### src/wcc_defines.vh
// Constants for the winding current chopper
`ifndef WCC_DEFINES_VH
`define WCC_DEFINES_VH
// Tri-level decoded codes
`define WCC_TRI_LO 2'h0
`define WCC_TRI_Z 2'h1
`define WCC_TRI_HI 2'h2
// Clock rate and off-times
`define WCC_CLK_MHZ 50
`define WCC_DECAY_OFF_TIME_LO_US 20
`define WCC_DECAY_OFF_TIME_Z_US 10
`define WCC_DECAY_OFF_TIME_HI_US 30
`define WCC_DECAY_OFF_TIME_LO_CYC (`WCC_DECAY_OFF_TIME_LO_US * `WCC_CLK_MHZ)
`define WCC_DECAY_OFF_TIME_Z_CYC (`WCC_DECAY_OFF_TIME_Z_US * `WCC_CLK_MHZ)
`define WCC_DECAY_OFF_TIME_HI_CYC (`WCC_DECAY_OFF_TIME_HI_US * `WCC_CLK_MHZ)
// Default blanking interval in cycles
`define WCC_BLANK_CYC 75
// Full-scale trip level in mV
`define WCC_FS_MV 500
// Bridge drive encodings {hi_a,lo_a,hi_b,lo_b}
`define WCC_BR_OFF 4'h0
`define WCC_BR_FWD 4'h9
`define WCC_BR_REV 4'h6
`define WCC_BR_SLOW 4'h5
`endif

### src/wcc_chopper.v
// Fixed-off-time PWM current chopper for two H-bridge windings
`timescale 1ns/10ps
`include "wcc_defines.vh"
module wcc_chopper #(
    parameter SENSE_W = 10,
    parameter BLANK_CYC = `WCC_BLANK_CYC
) (
    input wire clk_sys,
    input wire nrst,
    input wire [1:0] off_time_select,
    input wire [1:0] torque_select_lo,
    input wire [1:0] torque_select_hi,
    input wire [1:0] decay_select_lo,
    input wire [1:0] decay_select_hi,
    input wire [9:0] sine_code,
    input wire [1:0] current_rising,
    input wire [1:0] current_dir,
    input wire [2*SENSE_W-1:0] winding_sense_input,
    input wire [1:0] near_zero,
    output reg [7:0] bridge_gate_r,
    output reg [1:0] chop_trip_r,
    output reg outputs_off_r
);

    // ******************************************************
    // Tri-level sampling
    // ******************************************************
    // Pins arrive as {is_z, level}; folded to one code so the chopper sees clean values
    reg [1:0] decay_off_time_c_r;
    reg [1:0] tq_lo_r;
    reg [1:0] tq_hi_r;
    reg [1:0] dec_lo_r;
    reg [1:0] dec_hi_r;

    function [1:0] tri_dec;
        input [1:0] p;
        begin
            tri_dec = p[1] ? `WCC_TRI_Z : (p[0] ? `WCC_TRI_HI : `WCC_TRI_LO);
        end
    endfunction

    // Decode tri-level pins into two-bit codes
    always @(posedge clk_sys or negedge nrst) begin
        if (!nrst) begin
            decay_off_time_c_r <= `WCC_TRI_LO;
            tq_lo_r <= `WCC_TRI_LO;
            tq_hi_r <= `WCC_TRI_LO;
            dec_lo_r <= `WCC_TRI_LO;
            dec_hi_r <= `WCC_TRI_LO;
        end else begin
            decay_off_time_c_r <= tri_dec(off_time_select);
            tq_lo_r <= tri_dec(torque_select_lo);
            tq_hi_r <= tri_dec(torque_select_hi);
            dec_lo_r <= tri_dec(decay_select_lo);
            dec_hi_r <= tri_dec(decay_select_hi);
        end
    end

    // ******************************************************
    // Shared settings
    // ******************************************************
    // Torque index 0..7 maps 100% down to 12.5%; 8 means off
    wire [3:0] tq_idx = {2'h0, tq_hi_r} * 4'h3 + {2'h0, tq_lo_r};
    wire tq_off = (tq_idx == 4'h8);
    // Eighths of full scale, shared by both bridges
    wire [3:0] tq_eighths = 4'h8 - tq_idx;

    // Integer copies so the counts can be cut to counter width on purpose
    localparam integer DECAY_OFF_TIME_LO_I = `WCC_DECAY_OFF_TIME_LO_CYC;
    localparam integer DECAY_OFF_TIME_Z_I = `WCC_DECAY_OFF_TIME_Z_CYC;
    localparam integer DECAY_OFF_TIME_HI_I = `WCC_DECAY_OFF_TIME_HI_CYC;
    localparam integer FS_MV_I = `WCC_FS_MV;

    reg [10:0] decay_off_time_cyc;
    // Off-time selection
    always @* begin
        case (decay_off_time_c_r)
            `WCC_TRI_Z: decay_off_time_cyc = DECAY_OFF_TIME_Z_I[10:0];
            `WCC_TRI_HI: decay_off_time_cyc = DECAY_OFF_TIME_HI_I[10:0];
            default: decay_off_time_cyc = DECAY_OFF_TIME_LO_I[10:0];
        endcase
    end

    // Sine-code weight in mV at full torque
    function [8:0] sine_mv;
        input [4:0] c;
        begin
            case (c)
                5'h00: sine_mv = 9'd0; 5'h01: sine_mv = 9'd25;
                5'h02: sine_mv = 9'd50; 5'h03: sine_mv = 9'd75;
                5'h04: sine_mv = 9'd100; 5'h05: sine_mv = 9'd120;
                5'h06: sine_mv = 9'd145; 5'h07: sine_mv = 9'd170;
                5'h08: sine_mv = 9'd190; 5'h09: sine_mv = 9'd215;
                5'h0a: sine_mv = 9'd235; 5'h0b: sine_mv = 9'd255;
                5'h0c: sine_mv = 9'd280; 5'h0d: sine_mv = 9'd300;
                5'h0e: sine_mv = 9'd315; 5'h0f: sine_mv = 9'd335;
                5'h10: sine_mv = 9'd355; 5'h11: sine_mv = 9'd370;
                5'h12: sine_mv = 9'd385; 5'h13: sine_mv = 9'd400;
                5'h14: sine_mv = 9'd415; 5'h15: sine_mv = 9'd430;
                5'h16: sine_mv = 9'd440; 5'h17: sine_mv = 9'd450;
                5'h18: sine_mv = 9'd460; 5'h19: sine_mv = 9'd470;
                5'h1a: sine_mv = 9'd480; 5'h1b: sine_mv = 9'd485;
                5'h1c: sine_mv = 9'd490; 5'h1d: sine_mv = 9'd495;
                default: sine_mv = FS_MV_I[8:0];
            endcase
        end
    endfunction

    // Fast-decay share in eighths of off-time; 9 marks one blanking interval
    function [3:0] fast_share;
        input [3:0] sel;
        input rising;
        begin
            case (sel)
                4'h0: fast_share = 4'h0;
                4'h1: fast_share = rising ? 4'h0 : 4'h2;
                4'h2: fast_share = rising ? 4'h0 : 4'h9;
                4'h3: fast_share = 4'h9;
                4'h4: fast_share = 4'h4;
                4'h5: fast_share = 4'h2;
                4'h6: fast_share = rising ? 4'h0 : 4'h4;
                4'h7: fast_share = rising ? 4'h0 : 4'h1;
                4'h8: fast_share = rising ? 4'h0 : 4'h8;
                default: fast_share = 4'h0;
            endcase
        end
    endfunction

    wire [3:0] dec_idx = {2'h0, dec_hi_r} * 4'h3 + {2'h0, dec_lo_r};

    // ******************************************************
    // Per-bridge chopping engine
    // ******************************************************
    localparam ST_DRIVE = 2'h0;
    localparam ST_FAST = 2'h1;
    localparam ST_SLOW = 2'h2;

    // Registered "outputs disabled" flag
    always @(posedge clk_sys or negedge nrst) begin
        if (!nrst) outputs_off_r <= 1'b0;
        else outputs_off_r <= tq_off;
    end

    // Decode registers hold reset codes for one edge; bridges wait for real straps
    reg cfg_valid_r;
    always @(posedge clk_sys or negedge nrst) begin
        if (!nrst) cfg_valid_r <= 1'b0;
        else cfg_valid_r <= 1'b1;
    end

    genvar g;
    generate
        for (g = 0; g < 2; g = g + 1) begin : gen_br
            reg [1:0] st_r;
            reg [1:0] st_nxt;
            reg [10:0] cnt_r;
            reg [10:0] cnt_nxt;
            reg [10:0] fast_len_r;
            reg [10:0] fast_nxt;
            reg [3:0] gate_nxt;
            // Trip level in mV scaled by eighths of torque
            wire [12:0] lvl_x8 = {4'h0, sine_mv(sine_code[5*g+4:5*g])} * {9'h0, tq_eighths};
            wire [SENSE_W-1:0] sense = winding_sense_input[SENSE_W*g+SENSE_W-1:SENSE_W*g];
            // Sense is in mV; compare sense*8 to level*8 to avoid division
            wire trip = ({3'h0, sense} << 3) >= lvl_x8;
            wire [3:0] share = fast_share(dec_idx, current_rising[g]);
            wire [13:0] share_cyc = {3'h0, decay_off_time_cyc} * {10'h0, share};
            wire [3:0] fwd = current_dir[g] ? `WCC_BR_REV : `WCC_BR_FWD;
            wire [3:0] rev = current_dir[g] ? `WCC_BR_FWD : `WCC_BR_REV;

            // Next state: drive until trip after blanking, then timed decay
            always @* begin
                st_nxt = st_r;
                cnt_nxt = cnt_r + 11'h1;
                fast_nxt = fast_len_r;
                gate_nxt = fwd;
                case (st_r)
                    ST_DRIVE: begin
                        // Blanking hides switching spikes and forces a minimum on-time
                        if (cnt_r >= BLANK_CYC[10:0] && trip) begin
                            cnt_nxt = 11'h0;
                            if (share == 4'h9)
                                fast_nxt = BLANK_CYC[10:0];
                            else
                                fast_nxt = share_cyc[13:3];
                            st_nxt = (share == 4'h0) ? ST_SLOW : ST_FAST;
                            gate_nxt = (share == 4'h0) ? `WCC_BR_SLOW : rev;
                        end
                    end
                    ST_FAST: begin
                        gate_nxt = near_zero[g] ? `WCC_BR_OFF : rev;
                        if (cnt_r + 11'h1 >= decay_off_time_cyc) begin
                            st_nxt = ST_DRIVE;
                            cnt_nxt = 11'h0;
                            gate_nxt = fwd;
                        end else if (cnt_r + 11'h1 >= fast_len_r) begin
                            st_nxt = ST_SLOW;
                            gate_nxt = `WCC_BR_SLOW;
                        end
                    end
                    ST_SLOW: begin
                        gate_nxt = `WCC_BR_SLOW;
                        if (cnt_r + 11'h1 >= decay_off_time_cyc) begin
                            st_nxt = ST_DRIVE;
                            cnt_nxt = 11'h0;
                            gate_nxt = fwd;
                        end
                    end
                    default: begin
                        st_nxt = ST_DRIVE;
                        cnt_nxt = 11'h0;
                    end
                endcase
                // Zero torque, or straps not yet decoded after reset, park the bridge
                if (tq_off || !cfg_valid_r) begin
                    st_nxt = ST_DRIVE;
                    cnt_nxt = 11'h0;
                    gate_nxt = `WCC_BR_OFF;
                end
                // Counter saturates during long drive phases
                if (st_r == ST_DRIVE && cnt_r == 11'h7ff)
                    cnt_nxt = cnt_r;
            end

            always @(posedge clk_sys or negedge nrst) begin
                if (!nrst) begin
                    st_r <= ST_DRIVE;
                    cnt_r <= 11'h0;
                    fast_len_r <= 11'h0;
                    bridge_gate_r[4*g+3:4*g] <= `WCC_BR_OFF;
                    chop_trip_r[g] <= 1'b0;
                end else begin
                    st_r <= st_nxt;
                    cnt_r <= cnt_nxt;
                    fast_len_r <= fast_nxt;
                    bridge_gate_r[4*g+3:4*g] <= gate_nxt;
                    chop_trip_r[g] <= (st_r == ST_DRIVE) && (st_nxt != ST_DRIVE);
                end
            end
        end
    endgenerate
endmodule

### config.mk
export PLATFORM = sky130hd
export DESIGN_NAME = wcc_chopper
export DESIGN_NICKNAME = d
export VERILOG_FILES = /design/src/wcc_chopper.v
export VERILOG_INCLUDE_DIRS = /design/src /design/src/src
export SDC_FILE = /design/constraint.sdc
export NUM_CORES = 1
export LEC_CHECK = 0
export ABC_AREA = 1
export BUFFER_PORTS_ARGS = -buffer_cell sky130_fd_sc_hd__buf_2
export CORE_MARGIN = 3
export CORE_UTILIZATION = 36
export CTS_CLUSTER_SIZE = 20
export DETAILED_ROUTE_END_ITERATION = 7
export GPL_TIMING_DRIVEN = 0
export SYNTH_ARGS = -nofsm -noshare
export SYNTH_HDL_FRONTEND = slang
export SYNTH_SLANG_ARGS = --single-unit
### constraint.sdc
create_clock -name clk_sys -period 9.1 [get_ports clk_sys]
set_clock_uncertainty 0.2 [all_clocks]
set_input_delay 0 -clock clk_sys [delete_from_list [all_inputs] [get_ports clk_sys]]
set_output_delay 0 -clock clk_sys [all_outputs]
set_load 0.005 [all_outputs]
Yosys cells after proc, flatten, opt, wreduce, memory -nomap -nowiden
Memory sizes are Yosys's and may differ from the RTL's.
Index checks and enable logic that the tools add are counted.

storage, ports and cells
  register bits after elaboration = 70
  ROM bits = 576
  memories = 2
  input port bits = 48
  logic and storage cells = 142
  output and inout port bits = 11

cells by class
  magnitude comparators = 8
  reductions and logical operators = 18
  add/subtract/negate cells = 5
  equality and inequality tests = 19
  muxes and demuxes = 67
  multiply operators = 6

memories
  name             words  bits a word  rd ports  clocked after Yosys merged registers in  write ports  line              RTL
  (no name shown)  32     9            1         0                                        0            wcc_chopper.v:88  case (c)
  (no name shown)  32     9            1         0                                        0            wcc_chopper.v:88

operators with widths
  operator                 count
  $mux W11                 8
  $mux W4                  22
  $pmux W11 S2             3
  $pmux W4 S8              2
  $mux W2                  24
  $ge A11 B11 Y1           4
  $mul A11 B4 Y14          2
  $ge A13 B13 Y1           2
  $mul A9 B4 Y13           2
  $pmux W4 S3              2
  $add A11 B1 Y11 const B  2
  $eq A11 B11 Y1 const B   2
  $ge A11 B7 Y1 const B    2
  $eq A4 B3 Y1 const B     4
  $eq A4 B4 Y1 const B     4
  $pmux W2 S3              2
  $add A4 B2 Y4            2
  $eq A4 B2 Y1 const B     2
  $logic_not A4 Y1         2
  $mul A2 B2 Y4 const B    2
  $eq A2 B1 Y1 const B     3
  $eq A2 B2 Y1 const B     3
  $logic_and A1 B1 Y1      6
  $mux W3                  2
  9 further kinds          14

Depth between registers and ports, before layout
Gate-level depths: netlist (run 1).

  depth after elaboration = 11
  mapped depth = 37
  mapped depth without buffers = 36

Worst setup path after synthesis (run 1)
OpenSTA, ideal clock, no wires.

  path kind = flip-flop to flip-flop
  start point = register tq_lo_r[1]
  end point = register bridge_gate_r[5]
  path slack = 2.487 ns
  clock period less this slack = 6.613 ns
  required time = 8.782 ns
  data arrival time = 6.295 ns
  stages on the path, launching flop included = 36
  buffers on the path = 1
  setup time = 0.118 ns
  cell sequence = dfrtp_1 inv_1 fa_1 inv_1 ha_1 inv_1 fa_1 xnor2_1 clkbuf_1 nor2_1 fa_1 inv_1 fa_1 inv_1 ha_1 a21oi_1 o21a_1 o21ai_0 nand2_1 nand2_1 a21oi_1 nor2_1 o21ai_0 nand2_1 xnor2_1 ha_1 inv_1 nor3_1 a211oi_1 nand2_1 nand2_1 nand2_1 nand3_1 nand2_1 o21bai_1 inv_1

on the way
  word-level cells in the longest chain between the ends = 8
  elaborated cells between the ends (all ways) = 10
  those cells by class = add/sub: 2; mul: 1; order compare: 1; eq/ne: 1; mux: 3; reduce/logical: 2

ends and longest elaborated chain
  item                             line               RTL
  start, declared                  wcc_chopper.v:30   reg [1:0] tq_lo_r;
  start signal, assigned           wcc_chopper.v:46   tq_lo_r <= `WCC_TRI_LO;
  start signal, assigned           wcc_chopper.v:52   tq_lo_r <= tri_dec(torque_select_lo);
  $add A4 B2 Y4 *                  wcc_chopper.v:63   wire [3:0] tq_idx = {2'h0, tq_hi_r} * 4'h3 + {2'h0, tq_lo_r};
  $sub A4 B4 Y4                    wcc_chopper.v:66   wire [3:0] tq_eighths = 4'h8 - tq_idx;
  $mul A9 B4 Y13                   wcc_chopper.v:162  wire [12:0] lvl_x8 = {4'h0, sine_mv(sine_code[5*g+4:5*g])} * {9'h0, tq_eighths};
  $ge A13 B13 Y1                   wcc_chopper.v:165  wire trip = ({3'h0, sense} << 3) >= lvl_x8;
  $logic_and A1 B1 Y1              wcc_chopper.v:180  if (cnt_r >= BLANK_CYC[10:0] && trip) begin
  $mux W4                          wcc_chopper.v:180
  $pmux W4 S3                      wcc_chopper.v:177  case (st_r)
  $mux W4 *                        wcc_chopper.v:215  if (tq_off || !cfg_valid_r) begin
  named net gen_br[1].gate_nxt[1]  wcc_chopper.v:160  reg [3:0] gate_nxt;
  end signal, assigned by index    wcc_chopper.v:230  bridge_gate_r[4*g+3:4*g] <= `WCC_BR_OFF;
  end signal, assigned by index    wcc_chopper.v:236  bridge_gate_r[4*g+3:4*g] <= gate_nxt;
  end, declared                    wcc_chopper.v:20   output reg [7:0] bridge_gate_r,

Mark *: on every way through the listed nets, which the timed path passes. The rest lies on a longest branch.
A chain may end at the register's enable or synchronous reset.

Worst setup path in the final report (run 1)
Same ends and word-level chain as after synthesis.

==> results.ini, run 1 <==
[hold_path]
hp-class=in2async

[yosys]
ys.warnings.count=0
yosys.area.top_type_share=0.194
ys.flop_type=dfrtp_1
avgSynthCellArea_um2=7.29
synth_seq_cells=70
synth_edf_count=0
synth_area_leaders=ha_1 (19%), dfrtp_1 (18%), fa_1 (12%), inv_1 (9.6%), nand2_1 (8.9%)
seq_area_frac_synth=0.176
synth_cells=1362
synth_area_um2=9930
synth_area_leader_cell=ha_1
syn_nets=1624
synthArstFlopShare=1.00
ys_types=54

[sta]
finalCritPeriodShare=0.853
hold_violations=0
setup_tns_ns=0
max_freq_mhz=129
min_period_ns=7.76
tightest_slew_ns=0.840
setup_viol=0
slew_viol_final=0
timing.slew.headroom=0.436
fin_hold_ws_ns=0.0103
rsz0062_at_grt=false

[cells_and_area]
nets=1706
diodes=0
final_layout_size_suffix_gt1_frac=0.0821
syn_to_final_growth_pct=12.4
final_cell_area_um2=11200

[worst_setup_path]
cp_max_fo=10
arrival_ns=7.78
end_kind=flip-flop
worstSetupPathType=reg2reg
cp-start-kind=flip-flop
cp_slowest_cell=xnor2_1
critPathMaxStageDelay_ns=0.71
cp.required_ns=9.12

[floorplan]
std_cell_rows=60
pin_count=59
die_w_um=172
initial_utilization=0.367
fp.dieH_um=172
die-area_um2=29600
core_um2=27000

[placed_design]
numPortBuffers=55
dp_hpwl_um=19300
routabilityCongestion=0.869
place_area_um2=10700

[grt]
gr-usage-met1=0.223
antenna_found_initial=0
gr-total-overflow=0
met3_usage=0.0130
grt_pass1_vias=8410
grt_pass1_wl_um=39700
grt_max_degree=63
grtUsageMet2=0.278
busiest_layer=met2
grt.total_usage=0.163

[clock_tree]
cts_resized=0
cts_inserted_buffers=9
cts_tree=done
insertion_delay_ns=0.34
cts.sinks=70
cts_max_level=3
cts.clk_slew.worst_paths_ns=0.06
clockBufferDepth=2
cts-hold-fix-buffers=15
postCtsSetupBuffers=0
cts_root_buffer=clkbuf_16

[routing]
wl_per_cell_um=13.2
dr.pass1.iters=5
avgViaCountPerCell=4.92
drtIter0Drc=467
ant_nets=0
vias=8802
totalWireLength_um=23500
drc=0

[power_and_ir_drop]
ir_drop_mv=0.0938
cellPowerDensity_nw_per_um2=209
p_leak_nw=6.05
total_power_mw=2.33

[job]
maxCapViolations=0

[outcome]
status=completed

[report_power, final]
part,switching [mW],internal [mW],total (mW)
logic,0.918,0.614,1.53
registers,0.0182,0.363,0.381
clock network,0.144,0.276,0.419
[per-layer routing]
metal | share of wire | vias to the layer above | routed length, µm
met5 | 0 | - | 0
met1 | 0.47 | 4067 | 11200
li1 | - | 4544 | -
met4 | 0.017 | 0 | 408
met2 | 0.47 | 166 | 11100
met3 | 0.035 | 25 | 814
[state kept, by name (all words and copies together) (netlist names)]
| signal | count |
|---|---|
| gen_br.fast_len_r | 22 |
| chop_trip_r | 2 |
| bridge_gate_r | 8 |
| decay_off_time_c_r | 2 |
| cfg_valid_r | 1 |
| dec_hi_r | 2 |
| tq_hi_r | 2 |
| gen_br.st_r | 4 |
| tq_lo_r | 2 |
| dec_lo_r | 2 |
| gen_br.cnt_r | 22 |
| outputs_off_r | 1 |
[placed cells by master, fill, tap and decap left out, drive strengths merged, types with 20 or more instances in the layout]
cell	count
o21ai	72
buf	66
a21oi	78
nand3	77
fa	60
ha	154
clkbuf	22
nor2	160
nand2	247
xor2	28
xnor2	20
inv	261
dfrtp	70
[worst paths after layout]
path,to,depth (start not counted),slack (ns),from
hold / removal,bridge_gate_r[0]$_DFF_PN0_,3,0.01,nrst
min in group clk_sys,bridge_gate_r[4]$_DFF_PN0_,6,0.02,near_zero[1]
max in group asynchronous,dec_hi_r[0]$_DFF_PN0_,3,7.88,nrst
hold reg to reg,gen_br[0].fast_len_r[5]$_DFFE_PN0P_,2,0.29,gen_br[0].fast_len_r[5]$_DFFE_PN0P_
setup reg to reg,bridge_gate_r[5]$_DFF_PN0_,35,1.34,tq_lo_r[1]$_DFF_PN0_
setup / recovery,bridge_gate_r[5]$_DFF_PN0_,35,1.34,tq_lo_r[1]$_DFF_PN0_
[kinds of logic after synthesis]
kind of cell,synth area share
AOI/OAI and AO/OA,0.120
xor gates and xnor gates,0.0431
adders and majority gates,0.315
other,0.000378
DFF,0.176
and+or+nand+nor,0.232
buffers and inverters,0.113
[area by class of cell]
class	count	area (µm²)
clock inverters	5	106
flip-flops and latches	70	1750
multi-input cells	1005	7050
well taps	341	427
fillers	2830	15900
repair buffers	71	455
clock buffers	11	243
plain buffers	21	113
inverters	266	1010
[stage by stage]
stage | instances | utilization | worst slack (ns)
after floorplan | 1362 | - | 2.49
after global placement | 1758 | 0.393 | 1.43
after detailed placement | 1759 | 0.394 | 1.38
after CTS | 1790 | 0.413 | 1.35
after global routing | 1790 | 0.413 | 0.712
final | 1790 | 0.413 | 1.34
[critical path, delay by kind of cell (launching register included)]
kind	cells	cell delay (ns)
buffers and inverters	8	0.89
flip-flops	1	0.32
XOR/XNOR	2	0.86
adder cells (fa/ha/maj)	7	2.82
AO/OA/AOI/OAI	7	1.51
AND/OR/NAND/NOR	11	1.04
[Yosys cell counts, types with 15 or more instances]
master and count:
dfrtp_1 70, o21ai_0 67, nor3_1 15, ha_1 154, nand3_1 74, nand2_1 236
xnor2_1 19, inv_1 255, a21oi_1 78, xor2_1 28, fa_1 60, nor2_1 158
Power figures use the tool's default switching activity.
==> run 2: changes to the inputs <==
BUFFER_PORTS_ARGS = -buffer_cell sky130_fd_sc_hd__buf_4   (was -buffer_cell sky130_fd_sc_hd__buf_2)
==> run 2 against run 1 <==
Compared with the run above: sequential share of layout area is 0.12 points lower; global-route usage shrank 0.23 points; worst setup slack worse by 0.028 ns; count of clock-buffer cells in the layout is 1 lower; utilization up 0.31 points; maximum frequency is 0.35% lower; clock power down 7.9%.
==> results.ini, run 2 (synthesized netlist as in run 1, its figures left out) <==
[clock_tree]
cts.clk_slew.worst_paths_ns=0.06
cts_max_level=3
cts_inserted_buffers=9
cts_tree=done
clockBufferDepth=2
cts_root_buffer=clkbuf_16
insertion_delay_ns=0.34
postCtsSetupBuffers=0
cts_resized=0
cts.sinks=70

[cells_and_area]
syn_to_final_growth_pct=13.2
largest_registers=gen_br.cnt_r x22, gen_br.fast_len_r x22, bridge_gate_r x8
seq_area_um2=1750
layout_commonest_cell=inv_1
fillers=2825
final_util=0.416
final_cell_mix=inv_1 (255), nand2_1 (236), nor2_1 (158), ha_1 (154), a21oi_1 (78)
final_cell_area_um2=11200
diodes=0
multiInputGateArea_um2=7050
final_cells=1789
final_layout_size_suffix_gt1_frac=0.0822
nets=1705

[routing]
drc=0
wl_per_cell_um=12.9
drtIter0Drc=348
vias=8788
totalWireLength_um=23000
dr.pass1.iters=7
avgViaCountPerCell=4.91
ant_nets=0

[hold_path]
worstHoldPathCells=6
hp-class=in2reg
whs_endpoint=bridge_gate_r[4]$_DFF_PN0_
min-delay-start=near_zero[1]

[sta]
setup_tns_ns=0
min_period_ns=7.79
tightest_slew_ns=0.930
rsz0062_at_grt=false
fin_hold_ws_ns=0.0220
setup_viol=0
finalCritPeriodShare=0.856
max_freq_mhz=128
slew_viol_final=0
timing.slew.headroom=0.380
hold_violations=0

[placed_design]
routabilityCongestion=0.879
dp_hpwl_um=19000
place_area_um2=10800
dp.cells=1758
numPortBuffers=55

[outcome]
status=completed

[power_and_ir_drop]
p_leak_nw=6.07
ir_drop_mv=0.0900
cellPowerDensity_nw_per_um2=204

[worst_setup_path]
worstSetupPathType=reg2reg
critPathMaxStageDelay_ns=0.73
cpMostUsedCell=fa_1
regToRegEndpoint=bridge_gate_r[3]$_DFF_PN0_
rrSetupSlack_ns=1.31
cp-start-kind=flip-flop
cp_slowest_cell=xnor2_1
r2r_cells=31
arrival_ns=7.81
rr_startpoint=tq_hi_r[0]$_DFF_PN0_
cp_max_fo=10
end_kind=flip-flop
cp.required_ns=9.12

[grt]
grt.total_usage=0.161
grt_max_degree=71
grt_pass1_wl_um=39700
gr-total-overflow=0
grt_pass1_vias=8564
antenna_found_initial=0

[floorplan]
pin_count=59
std_cell_rows=60
initial_utilization=0.367
die-area_um2=29600
die_w_um=172
fp.dieH_um=172
core_um2=27000

[job]
maxCapViolations=0

==> run 2: worst max-delay path: cells and delay by family, from the launching register on <==
family | cells | cell delay, ns
AOI/OAI and AO/OA | 6 | 1.07
xor gates and xnor gates | 2 | 0.89
adders and majority gates | 7 | 2.89
buffers and inverters | 7 | 1.33
DFF | 1 | 0.35
and+or+nand+nor | 9 | 0.95
==> run 2: worst max path at each step <==
stage / from / to / slack, ns / cells past startpoint
finish: tq_hi_r[0]$_DFF_PN0_ / bridge_gate_r[3]$_DFF_PN0_ / 1.31 / 31
global route: tq_hi_r[1]$_DFF_PN0_ / bridge_gate_r[5]$_DFF_PN0_ / 0.74 / 35
CTS: tq_hi_r[0]$_DFF_PN0_ / bridge_gate_r[3]$_DFF_PN0_ / 1.31 / 31
detailed placement: tq_hi_r[0]$_DFF_PN0_ / bridge_gate_r[5]$_DFF_PN0_ / 1.39 / 35
global placement: tq_lo_r[1]$_DFF_PN0_ / bridge_gate_r[5]$_DFF_PN0_ / 1.46 / 35
floorplan: tq_lo_r[1]$_DFF_PN0_ / bridge_gate_r[5]$_DFF_PN0_ / 2.49 / 35
==> run 2: repair_timing <==
item / in CTS / in global routing
setup endpoints to repair: 0 / 0
hold buffers: 15 / 0
endpoints found under the hold margin: 88 / 0
==> run 2: final cells by class <==
cell class / count / share of cell area
Multi-Input combinational cell: 1005 / 0.628
Sequential cell: 70 / 0.156
Inverter: 266 / 0.0896
Timing Repair Buffer: 70 / 0.0501
Tap cell: 341 / 0.0380
Clock buffer: 10 / 0.0213
Buffer: 21 / 0.0100
Clock inverter: 6 / 0.00757
==> run 2: report_power, final <==
group | switching, mW | total (mW) | internal (mW)
registers | 0.0182 | 0.381 | 0.363
logic | 0.907 | 1.53 | 0.618
clock network | 0.140 | 0.386 | 0.246
total | 1.06 | 2.29 | 1.23
==> run 2: routing by layer <==
| layer | track usage | part of all wire | wire length, µm |
|---|---|---|---|
| met5 | 0 | 0 | 0 |
| met4 | 0.0302 | 0.0095 | 219 |
| met3 | 0.0155 | 0.029 | 679 |
| met2 | 0.283 | 0.47 | 10900 |
| met1 | 0.218 | 0.49 | 11200 |
==> run 2: through the flow <==
stage	setup WS [ns]	total power [mW]
2_1_floorplan	2.49	1.59
3_3_place_gp	1.46	1.89
3_5_place_dp	1.39	1.91
4_1_cts	1.31	2.33
5_1_grt	0.743	2.59
6_report	1.31	2.29
